===== src/adcc_pkg.sv =====
package adcc_pkg;
    // register byte addresses on the bus
    localparam logic [7:0] A_RES_LO = 8'h00;
    localparam logic [7:0] A_RES_HI = 8'h04;
    localparam logic [7:0] A_CTRL0 = 8'h08;
    localparam logic [7:0] A_CTRL1 = 8'h0c;
    localparam logic [7:0] A_PIN_EN = 8'h10;
    localparam logic [7:0] A_IRQ_ST = 8'h14;
    localparam logic [7:0] A_IRQ_CLR = 8'h18;
    localparam logic [7:0] A_IRQ_EN = 8'h1c;
    // converter_control_zero fields
    localparam int C0_START = 7;
    localparam int C0_BUSY = 6;
    localparam int C0_OFF = 5;
    localparam int C0_ALIGN = 4;
    // converter_control_one fields
    localparam int C1_BG_SEL = 7;
    localparam int C1_BG_EN = 6;
    localparam int C1_REF = 4;
    localparam int C1_DIV_HI = 2;
    // implemented, writable bits
    localparam logic [7:0] C0_WMASK = 8'hb3;
    localparam logic [7:0] C1_WMASK = 8'hd7;
    localparam logic [7:0] PIN_WMASK = 8'h0f;
    // reset values
    localparam logic [7:0] C0_RST = 8'h20;
    localparam logic BUSY_RST = 1'b1;
    localparam logic [7:0] C1_RST = 8'h00;
    localparam logic [7:0] PIN_RST = 8'h0f;
    // interrupt status layout
    localparam int IRQ_DONE = 0;
    localparam logic [7:0] IRQ_MASK = 8'h01;
    // conversion length in divided converter clock ticks
    localparam int CONV_TICKS = 16;
    localparam logic [3:0] CONV_LAST = 4'(CONV_TICKS - 1);
    // sequencer states
    typedef enum logic [1:0] {
        S_IDLE = 2'b00,
        S_CONV = 2'b11,
        S_DONE = 2'b01,
        S_RST = 2'b10
    } adcc_state_t;
endpackage : adcc_pkg


===== src/adcc_top.sv =====
`timescale 1ns/100ps
module adcc_top
    import adcc_pkg::*;
(
    input wire logic clk_i,
    input wire logic rst_i,
    input wire logic wb_cyc_i,
    input wire logic wb_stb_i,
    input wire logic wb_we_i,
    input wire logic [7:0] wb_adr_i,
    input wire logic [3:0] wb_sel_i,
    input wire logic [31:0] wb_dat_i,
    output logic [31:0] wb_dat_o,
    output logic wb_ack_o,
    output logic irq_o,
    input wire logic [11:0] result_i,
    input wire logic lvr_en_i,
    input wire logic lvd_en_i,
    output logic core_rst_o,
    output logic core_pwr_dn_o,
    output logic conv_clk_o,
    output logic [3:0] ch_sel_o,
    output logic bg_route_o,
    output logic bg_on_o,
    output logic ref_ext_o,
    output logic [3:0] pin_analog_o,
    output logic [3:0] pull_high_off_o
);

    // divider terminal count for a clock field code
    function automatic logic [5:0] div_limit(input logic [2:0] code);
        logic [6:0] v;
        v = (7'h01 << code) - 7'h01;
        if (code == 3'h7) begin
            v = 7'h3f;
        end
        return v[5:0];
    endfunction : div_limit

    // result placement in the two data bytes
    function automatic logic [15:0] place(input logic [11:0] r, input logic right);
        return right ? {4'h0, r} : {r, 4'h0};
    endfunction : place

    logic [7:0] c0_q;
    logic [7:0] c1_q;
    logic [7:0] pin_q;
    logic busy_q;
    logic [7:0] irq_st_q;
    logic [7:0] irq_en_q;
    logic [11:0] res_q;
    logic [11:0] res_s1_q;
    logic [11:0] res_s2_q;
    logic [5:0] div_q;
    logic tick_q;
    logic [3:0] cnt_q;
    adcc_state_t st_q;
    logic ack_q;
    logic [31:0] rdat_q;
    logic irq_q;
    logic wr_stb;
    logic rd_stb;
    logic start;
    logic off;
    logic bg_sel;
    logic [2:0] div_code;
    logic [15:0] res_w;
    logic [7:0] c0_rd;
    logic done_set;
    logic last_tick;

    assign wr_stb = wb_cyc_i && wb_stb_i && wb_we_i && !ack_q && wb_sel_i[0];
    assign rd_stb = wb_cyc_i && wb_stb_i && !ack_q;
    assign start = c0_q[C0_START];
    assign off = c0_q[C0_OFF];
    assign bg_sel = c1_q[C1_BG_SEL];
    assign div_code = c1_q[C1_DIV_HI:0];
    assign res_w = place(res_q, c0_q[C0_ALIGN]);
    assign c0_rd = (c0_q & C0_WMASK) | {1'b0, busy_q, 6'h00};
    assign done_set = (st_q == S_DONE);
    assign last_tick = (st_q == S_CONV) && tick_q && (cnt_q == CONV_LAST);

    // bus acknowledge, one cycle per request
    always_ff @(posedge clk_i) begin
        if (rst_i) begin
            ack_q <= 1'b0;
        end else begin
            ack_q <= wb_cyc_i && wb_stb_i && !ack_q;
        end
    end

    // read data mux, unmapped addresses read zero
    always_ff @(posedge clk_i) begin
        if (rst_i) begin
            rdat_q <= 32'h0000_0000;
        end else if (rd_stb) begin
            unique case (wb_adr_i)
                A_RES_LO: rdat_q <= {24'h0, res_w[7:0]};
                A_RES_HI: rdat_q <= {24'h0, res_w[15:8]};
                A_CTRL0: rdat_q <= {24'h0, c0_rd};
                A_CTRL1: rdat_q <= {24'h0, c1_q & C1_WMASK};
                A_PIN_EN: rdat_q <= {24'h0, pin_q & PIN_WMASK};
                A_IRQ_ST: rdat_q <= {24'h0, irq_st_q};
                A_IRQ_EN: rdat_q <= {24'h0, irq_en_q};
                default: rdat_q <= 32'h0000_0000;
            endcase
        end
    end

    // control register writes, only implemented bits stored
    always_ff @(posedge clk_i) begin
        if (rst_i) begin
            c0_q <= C0_RST;
            c1_q <= C1_RST;
            pin_q <= PIN_RST;
            irq_en_q <= 8'h00;
        end else if (wr_stb) begin
            if (wb_adr_i == A_CTRL0) begin
                c0_q <= wb_dat_i[7:0] & C0_WMASK;
            end
            if (wb_adr_i == A_CTRL1) begin
                c1_q <= wb_dat_i[7:0] & C1_WMASK;
            end
            if (wb_adr_i == A_PIN_EN) begin
                pin_q <= wb_dat_i[7:0] & PIN_WMASK;
            end
            if (wb_adr_i == A_IRQ_EN) begin
                irq_en_q <= wb_dat_i[7:0] & IRQ_MASK;
            end
        end
    end

    // sticky interrupt status, set wins over clear
    always_ff @(posedge clk_i) begin
        if (rst_i) begin
            irq_st_q <= 8'h00;
        end else begin
            if (wr_stb && wb_adr_i == A_IRQ_CLR) begin
                irq_st_q <= (irq_st_q & ~wb_dat_i[7:0]) | {7'h00, done_set};
            end else begin
                irq_st_q <= irq_st_q | {7'h00, done_set};
            end
        end
    end

    // result input crosses from the analog core
    always_ff @(posedge clk_i) begin
        if (rst_i) begin
            res_s1_q <= 12'h000;
            res_s2_q <= 12'h000;
        end else begin
            res_s1_q <= result_i;
            res_s2_q <= res_s1_q;
        end
    end

    // converter clock divider, one tick per divided period
    always_ff @(posedge clk_i) begin
        if (rst_i) begin
            div_q <= 6'h00;
            tick_q <= 1'b0;
        end else if (div_q >= div_limit(div_code)) begin
            div_q <= 6'h00;
            tick_q <= 1'b1;
        end else begin
            div_q <= div_q + 6'h01;
            tick_q <= 1'b0;
        end
    end

    // conversion sequencer
    always_ff @(posedge clk_i) begin
        if (rst_i) begin
            st_q <= S_IDLE;
        end else begin
            unique case (st_q)
                S_IDLE: begin
                    if (start) begin
                        st_q <= S_RST;
                    end
                end
                S_RST: begin
                    if (!start) begin
                        st_q <= off ? S_IDLE : S_CONV;
                    end
                end
                S_CONV: begin
                    if (start) begin
                        st_q <= S_RST;
                    end else if (off) begin
                        st_q <= S_IDLE;
                    end else if (last_tick) begin
                        st_q <= S_DONE;
                    end
                end
                S_DONE: begin
                    st_q <= start ? S_RST : S_IDLE;
                end
            endcase
        end
    end

    // tick counter within a conversion
    always_ff @(posedge clk_i) begin
        if (rst_i) begin
            cnt_q <= 4'h0;
        end else if (st_q != S_CONV) begin
            cnt_q <= 4'h0;
        end else if (tick_q) begin
            cnt_q <= cnt_q + 4'h1;
        end
    end

    // result stored on the last tick, ahead of busy clearing
    always_ff @(posedge clk_i) begin
        if (rst_i) begin
            res_q <= 12'h000;
        end else if (last_tick && !start && !off) begin
            res_q <= res_s2_q;
        end
    end

    // busy flag
    always_ff @(posedge clk_i) begin
        if (rst_i) begin
            busy_q <= BUSY_RST;
        end else if (start || st_q == S_RST) begin
            busy_q <= 1'b1;
        end else if (st_q == S_DONE) begin
            busy_q <= 1'b0;
        end
    end

    // registered outputs toward the core, pins and cpu
    always_ff @(posedge clk_i) begin
        if (rst_i) begin
            core_rst_o <= 1'b0;
            core_pwr_dn_o <= 1'b1;
            conv_clk_o <= 1'b0;
            ch_sel_o <= 4'h0;
            bg_route_o <= 1'b0;
            bg_on_o <= 1'b0;
            ref_ext_o <= 1'b0;
            pin_analog_o <= 4'h0;
            pull_high_off_o <= 4'h0;
            irq_q <= 1'b0;
        end else begin
            core_rst_o <= start;
            core_pwr_dn_o <= off;
            conv_clk_o <= tick_q && (st_q == S_CONV);
            ch_sel_o <= bg_sel ? 4'h0 : (4'h1 << c0_q[1:0]);
            bg_route_o <= bg_sel;
            bg_on_o <= (c1_q[C1_BG_EN] && bg_sel) || lvr_en_i || lvd_en_i;
            ref_ext_o <= c1_q[C1_REF];
            pin_analog_o <= pin_q[3:0];
            pull_high_off_o <= pin_q[3:0];
            irq_q <= |(irq_st_q & irq_en_q);
        end
    end

    assign wb_ack_o = ack_q;
    assign wb_dat_o = rdat_q;
    assign irq_o = irq_q;
endmodule : adcc_top


===== config.mk =====
export PLATFORM = sky130hd
export DESIGN_NAME = adcc_top
export DESIGN_NICKNAME = d
export VERILOG_FILES = /design/src/adcc_pkg.sv /design/src/adcc_top.sv
export SDC_FILE = /design/constraint.sdc
export NUM_CORES = 1
export LEC_CHECK = 0
export BUFFER_PORTS_ARGS = -buffer_cell sky130_fd_sc_hd__buf_4
export CAP_MARGIN = 10
export CORE_AREA = 2 2 133 70
export CTS_CLUSTER_SIZE = 10
export DETAILED_ROUTE_END_ITERATION = 16
export DIE_AREA = 0 0 135 72
export HOLD_SLACK_MARGIN = 0.06
export PLACE_DENSITY = 0.87
export SLEW_MARGIN = 30
export SYNTH_ARGS = -nofsm -noshare
export SYNTH_HDL_FRONTEND = slang
export SYNTH_SLANG_ARGS = --single-unit

===== constraint.sdc =====
create_clock -name clk_i -period 3.83 [get_ports clk_i]
set_input_delay 0.5745 -clock clk_i [delete_from_list [all_inputs] [get_ports clk_i]]
set_output_delay 0.5745 -clock clk_i [all_outputs]
set_load 0.05 [all_outputs]

Yosys cells after proc, flatten, opt, wreduce, memory -nomap -nowiden
Index checks and enable logic that the tools add are counted.
{ "op_classes": {"div": 0, "n_mux": 14, "mul": 0, "n_lt_le_gt_ge": 1, "n_reduce_logical": 29, "shifts": 2, "addsub": 3, "n_bitwise": 6, "eq_ne": 16} }
{ "ops": {"columns": ["cell", "count"], "rows": [
  ["one-hot mux 8 bit (7 select lines)", 1],
  ["equality test 8 x 5 -> 1 bit, second input constant", 4],
  ["equality test 8 x 4 -> 1 bit, second input constant", 2],
  ["two-way mux 16 bit", 1],
  ["bitwise OR 8 x 1 -> 8 bit", 2],
  ["two-way mux 2 bit", 7],
  ["two-way mux 6 bit", 2],
  ["logical AND 1 bit", 11],
  ["bitwise AND 8 x 1 -> 8 bit", 1],
  ["bitwise AND 8 bit", 1],
  ["equality test 8 x 3 -> 1 bit, second input constant", 1],
  ["zero test 8 bit", 1],
  ["two-way mux 8 bit", 1],
  ["inverter 8 bit", 1],
  ["bitwise OR 8 x 7 -> 8 bit", 1],
  ["one-hot mux 2 bit (4 select lines)", 1],
  ["AND reduction 2 bit", 4],
  ["OR reduction 2 bit", 4],
  ["OR reduction 8 bit", 1],
  ["adder 6 x 1 -> 6 bit, second input constant", 1],
  ["greater-or-equal comparator 6 bit", 1],
  ["inequality test 2 bit, second input constant", 3],
  ["<< shifter 1 x 3 -> 6 bit, first input constant", 1],
  ["subtractor 6 x 1 -> 6 bit, second input constant", 1],
  ["other kinds (12)", 17]
]} }
{ "word_totals": {"elab_cells": 95, "mem_bits_rw": 0, "regBits": 122, "in_bits": 63, "mem_bits_ro": 0, "latchBits": 0, "memories": 0, "out_inout_bits": 52} }

Longest topological paths before layout
{ "depth": {"depth_word": 7, "depth_mapped": 12, "ltp_nobuf": 12} }

Worst setup path after synthesis
OpenSTA, ideal clock, no wires.
{ "synth_timing": {"path_type": "reg2reg", "from": "register c1_q[0]", "to": "register div_q[2]", "period_less_slack_ps": 2385, "n_path_buf": 1, "arrival_time_ps": 2321, "t_required_ps": 3766, "path_slack_ps": 1445, "setup_ps": 64, "stages_incl_launch_ff": 12, "cell_sequence": "dfxtp_1 > clkbuf_1 > or3_1 > ha_1 > nor2b_1 > a21oi_1 > o22ai_1 > ha_1 > a21oi_1 > o21ai_1 > a211o_1 > nor2_1"} }
{ "synth_via": {"elab_chain_cells": 6, "word_cells_on_any_way": 7, "classes_between": "add/sub (1); order compare (1); eq/ne (1); shift (1); mux (2); reduce/logical (1)"} }
{ "synth_lines": {"columns": ["item", "line", "rtl"], "rows": [
  ["start, declared", "adcc_top.sv:46", "logic [7:0] c1_q;"],
  ["start signal, assigned", "adcc_top.sv:122", "c1_q <= wb_dat_i[7:0] & C1_WMASK;"],
  ["<< shifter 1 x 3 -> 6 bit", "adcc_top.sv:33", "v = (7'h01 << code) - 7'h01;"],
  ["subtractor 6 x 1 -> 6 bit", "adcc_top.sv:33", null],
  ["two-way mux 6 bit *", "adcc_top.sv:34", "if (code == 3'h7) begin"],
  ["two-way mux 6 bit *", "adcc_top.sv:159", "if (rst_i) begin"],
  ["greater-or-equal comparator 6 bit *", "adcc_top.sv:162", "end else if (div_q >= div_limit(div_code)) begin"],
  ["OR reduction 2 bit (no source line) *", null, null],
  ["end signal, assigned", "adcc_top.sv:166", "div_q <= div_q + 6'h01;"],
  ["end, declared", "adcc_top.sv:54", "logic [5:0] div_q;"]
]} }
Mark *: on every way between the ends. The rest lies on a longest branch, timed or not. The select of a mux whose other input is x is not followed.
A chain may end at the register's enable or synchronous reset.

Final worst setup path
Ends and elaborated chain as after synthesis.

==> out/qor.yml <==
holdPathStages: 1
vias: 3189
dieArea_mm2: 0.00972
cts_made_buffers: 9
fillerInstances: 747
cp-start-kind: "flip-flop"
routabilityCongestion: 0.893
rsz0062_at_grt: "false"
seq_area_frac_synth_pct: 46.6
dieHeight_um: 72
synthCells: 450
wire_per_inst_um: 13.6
wl_um: 8430
max_cap_viol_count: 0
placed_cells_incl_taps: 603
finalSetupTns_ns: 0
synthAdderAreaFrac_pct: 2.68
initial_utilization_pct: 49.3
drc: 0
synthMuxAreaShare_pct: 9.07
grt_max_degree: 75
io_pins: 115
synth_top_family_by_area: "simple AND/OR/NAND/NOR gates"
firstDrtPassIters: 5
worstRegToRegCells: 10
crit_type: "reg -> reg"
maxSlewViolCount: 0
p_leak_nw: 2.08
place_area_mm2: 0.00461
pre_cts_ws_ns: 1.31
r2r-end: "div_q[2]"
ys.warnings.count: 0
design_area_mm2: 0.00488
cts_sinks: 98
rows: 24
r2r_slack_ns: 1.28
routed_via_density: 5.16
period_share_pct: 66.5
overflow: 0
root_buffer: "clkbuf_16"
ys_ff_latch: 98
drive_gt1_share_pct: 17.2
synth_edf_count: 0
drt-initial-drc-count: 204
nets: 569
clock_path_buffers: 2
cts_resized: 0
die_w_um: 135
n_antenna_cell: 0
crit_required_ns: 4.11
async_flop_share_pct: 0
dp_hpwl_um: 5920
fmax_mhz: 393
hold_start: "res_s1_q[3]"
hold_viol: 0
grt_pass1_wl_um: 13700
synth-compound-area-share_pct: 8.60
utilization_pct: 57.2
cp.arrival_ns: 2.82
fp.coreArea_mm2: 0.00853
fin_skew_ns: 0.00527
worst_slew_pin_slew_ns: 0.722
synth_xor_area_share_pct: 1.46
grt_use_total_pct: 17.9
whs_endpoint: "res_s2_q[3]"
path_clk_slew_ns: 0.06
post_synth.cell_area_avg_um2: 9.35
synth_cell_types: 51
synth_area_mm2: 0.00421
cts_tree: "yes"
cts_setup_buffers: 0
ant_nets: 0
min_period_ns: 2.55
fin_ws_ns: 1.28
status: "completed"
yosys.area.top_type: "dfxtp_1"
synth_ff_type: "dfxtp_1"
hold_class: "reg -> reg"
area_growth_pct: 15.9
yosys.area.top_type_share_pct: 46.6
crit_fanout: 10
final_cells: 618
synthSimpleGateAreaFrac_pct: 23.5
htreeDepth: 3
r2r_start: "c1_q[0]"
setup_violations: 0
postCtsHoldBufs: 0
cp-end-kind: "flip-flop"
antenna_found_initial: 0
power_density_mw_per_mm2: 417
ir_worst_vdd_uv: 236
synth.area.top_cells: "dfxtp_1 (47%), mux2i_1 (8.8%), buf_4 (5.0%), nor2b_1 (4.8%), nor2_1 (4.7%)"
clk_latency_ns: 0.34
slew_headroom_pct: 51.9
seq_area_mm2: 0.00196
numPortBuffers: 63
first_global_vias: 2900
multiInputGateArea_mm2: 0.00199
registers in the layout, summed over array words and instances, names as in the netlist, 2 cells and up:
name and cells:
cnt_q 4, st_q 2, res_s2_q 12, pin_q 4, c0_q 5, res_s1_q 12
pull_high_off_o 4, irq_st_q 8, res_q 12, ch_sel_o 4, wb_dat_o 8, div_q 6
c1_q 6
cells in the mapped netlist (all sizes together), types with 2 or more instances:
master	number
dfxtp	98
nor2	54
nand2	38
mux2i	37
buf	35
nor2b	32
a21oi	15
clkbuf	15
and3	13
nand3	11
o21ai	11
inv	10
ha	9
nor3	7
a221oi	6
nand3b	5
nor4	5
or3	5
xor2	4
a211oi	3
a31oi	3
o211ai	3
o32ai	3
xnor2	3
a211o	2
a21o	2
and3b	2
nand2b	2
nand4	2
o22ai	2
or4b	2
layout by cell type (no fill, tap or decap), types with 2 or more instances in the layout:
master,count
a211o_1,2
a211oi_1,3
a21o_1,2
a21oi_1,15
a221oi_1,6
a31oi_1,3
and3_1,13
and3b_1,2
buf_4,63
clkbuf_1,3
clkbuf_16,9
conb_1,24
dfxtp_1,98
ha_1,9
inv_1,8
inv_2,2
mux2i_1,37
nand2_1,38
nand2b_1,2
nand3_1,10
nand3b_1,5
nand4_1,2
nor2_1,53
nor2b_1,32
nor3_1,6
nor4_1,2
nor4_4,3
o211ai_1,3
o21ai_0,7
o21ai_1,4
o22ai_1,2
o32ai_1,3
or3_1,4
or4b_4,2
xnor2_1,3
xor2_1,4
through the flow:
step	total power, mW	hold WS, ns
after floorplan	1.22	0.414
after global placement	1.25	0.418
after global routing	2.11	0.440
after detailed placement	1.25	0.423
final	2.03	0.431
after CTS	2.05	0.435
critical path, cell delays in order (launching register included):
cell     delay, ns
dfxtp_1       0.40
or3_1         0.40
ha_1          0.23
nor2b_1       0.16
a21oi_1       0.17
o22ai_1       0.09
ha_1          0.30
a21oi_1       0.13
o21ai_1       0.10
a211o_1       0.37
nor2_1        0.12
cell families (layout without fill, tap and decap cells):
kind of cell / Yosys count / in the layout
buf+inv: 60 / 88
other cells: 1 / 24
flops: 98 / 98
compound gates: 55 / 55
fa+ha+maj: 9 / 9
simple gates: 182 / 182
mux: 38 / 38
xor+xnor: 7 / 7
power by group:
group          total [mW]  internal, mW  switching [mW]
clock               0.804         0.455           0.349
combinational       0.185        0.0517           0.133
sequential           1.04          1.04         0.00671
worst max path at each step:
stage | start | to | slack, ns | cells after the start
6_report | c1_q[0] | div_q[2] | 1.28 | 10
4_1_cts | c1_q[0] | div_q[4] | 1.29 | 10
3_5_place_dp | c1_q[0] | div_q[4] | 1.31 | 10
3_3_place_gp | c1_q[0] | div_q[5] | 1.41 | 10
5_1_grt | c1_q[0] | div_q[5] | 1.13 | 10
2_1_floorplan | c1_q[0] | div_q[2] | 1.44 | 11
per-layer routing:
metal	global-route usage [%]	vias up	wire [um]
li1	-	1587	-
met1	21.4	1483	3510
met2	31.0	105	4260
met3	5.66	14	538
met4	5.90	0	123
met5	0	-	0
cell type report:
cell class	instances	area share, %
clock inverter	2	0.282
clock buffer	13	5.13
multi-input combinational	315	40.9
sequential	98	40.2
timing repair buffer	63	9.70
tap	117	3.00
inverter	10	0.770
(Power assumes the default switching activity.)
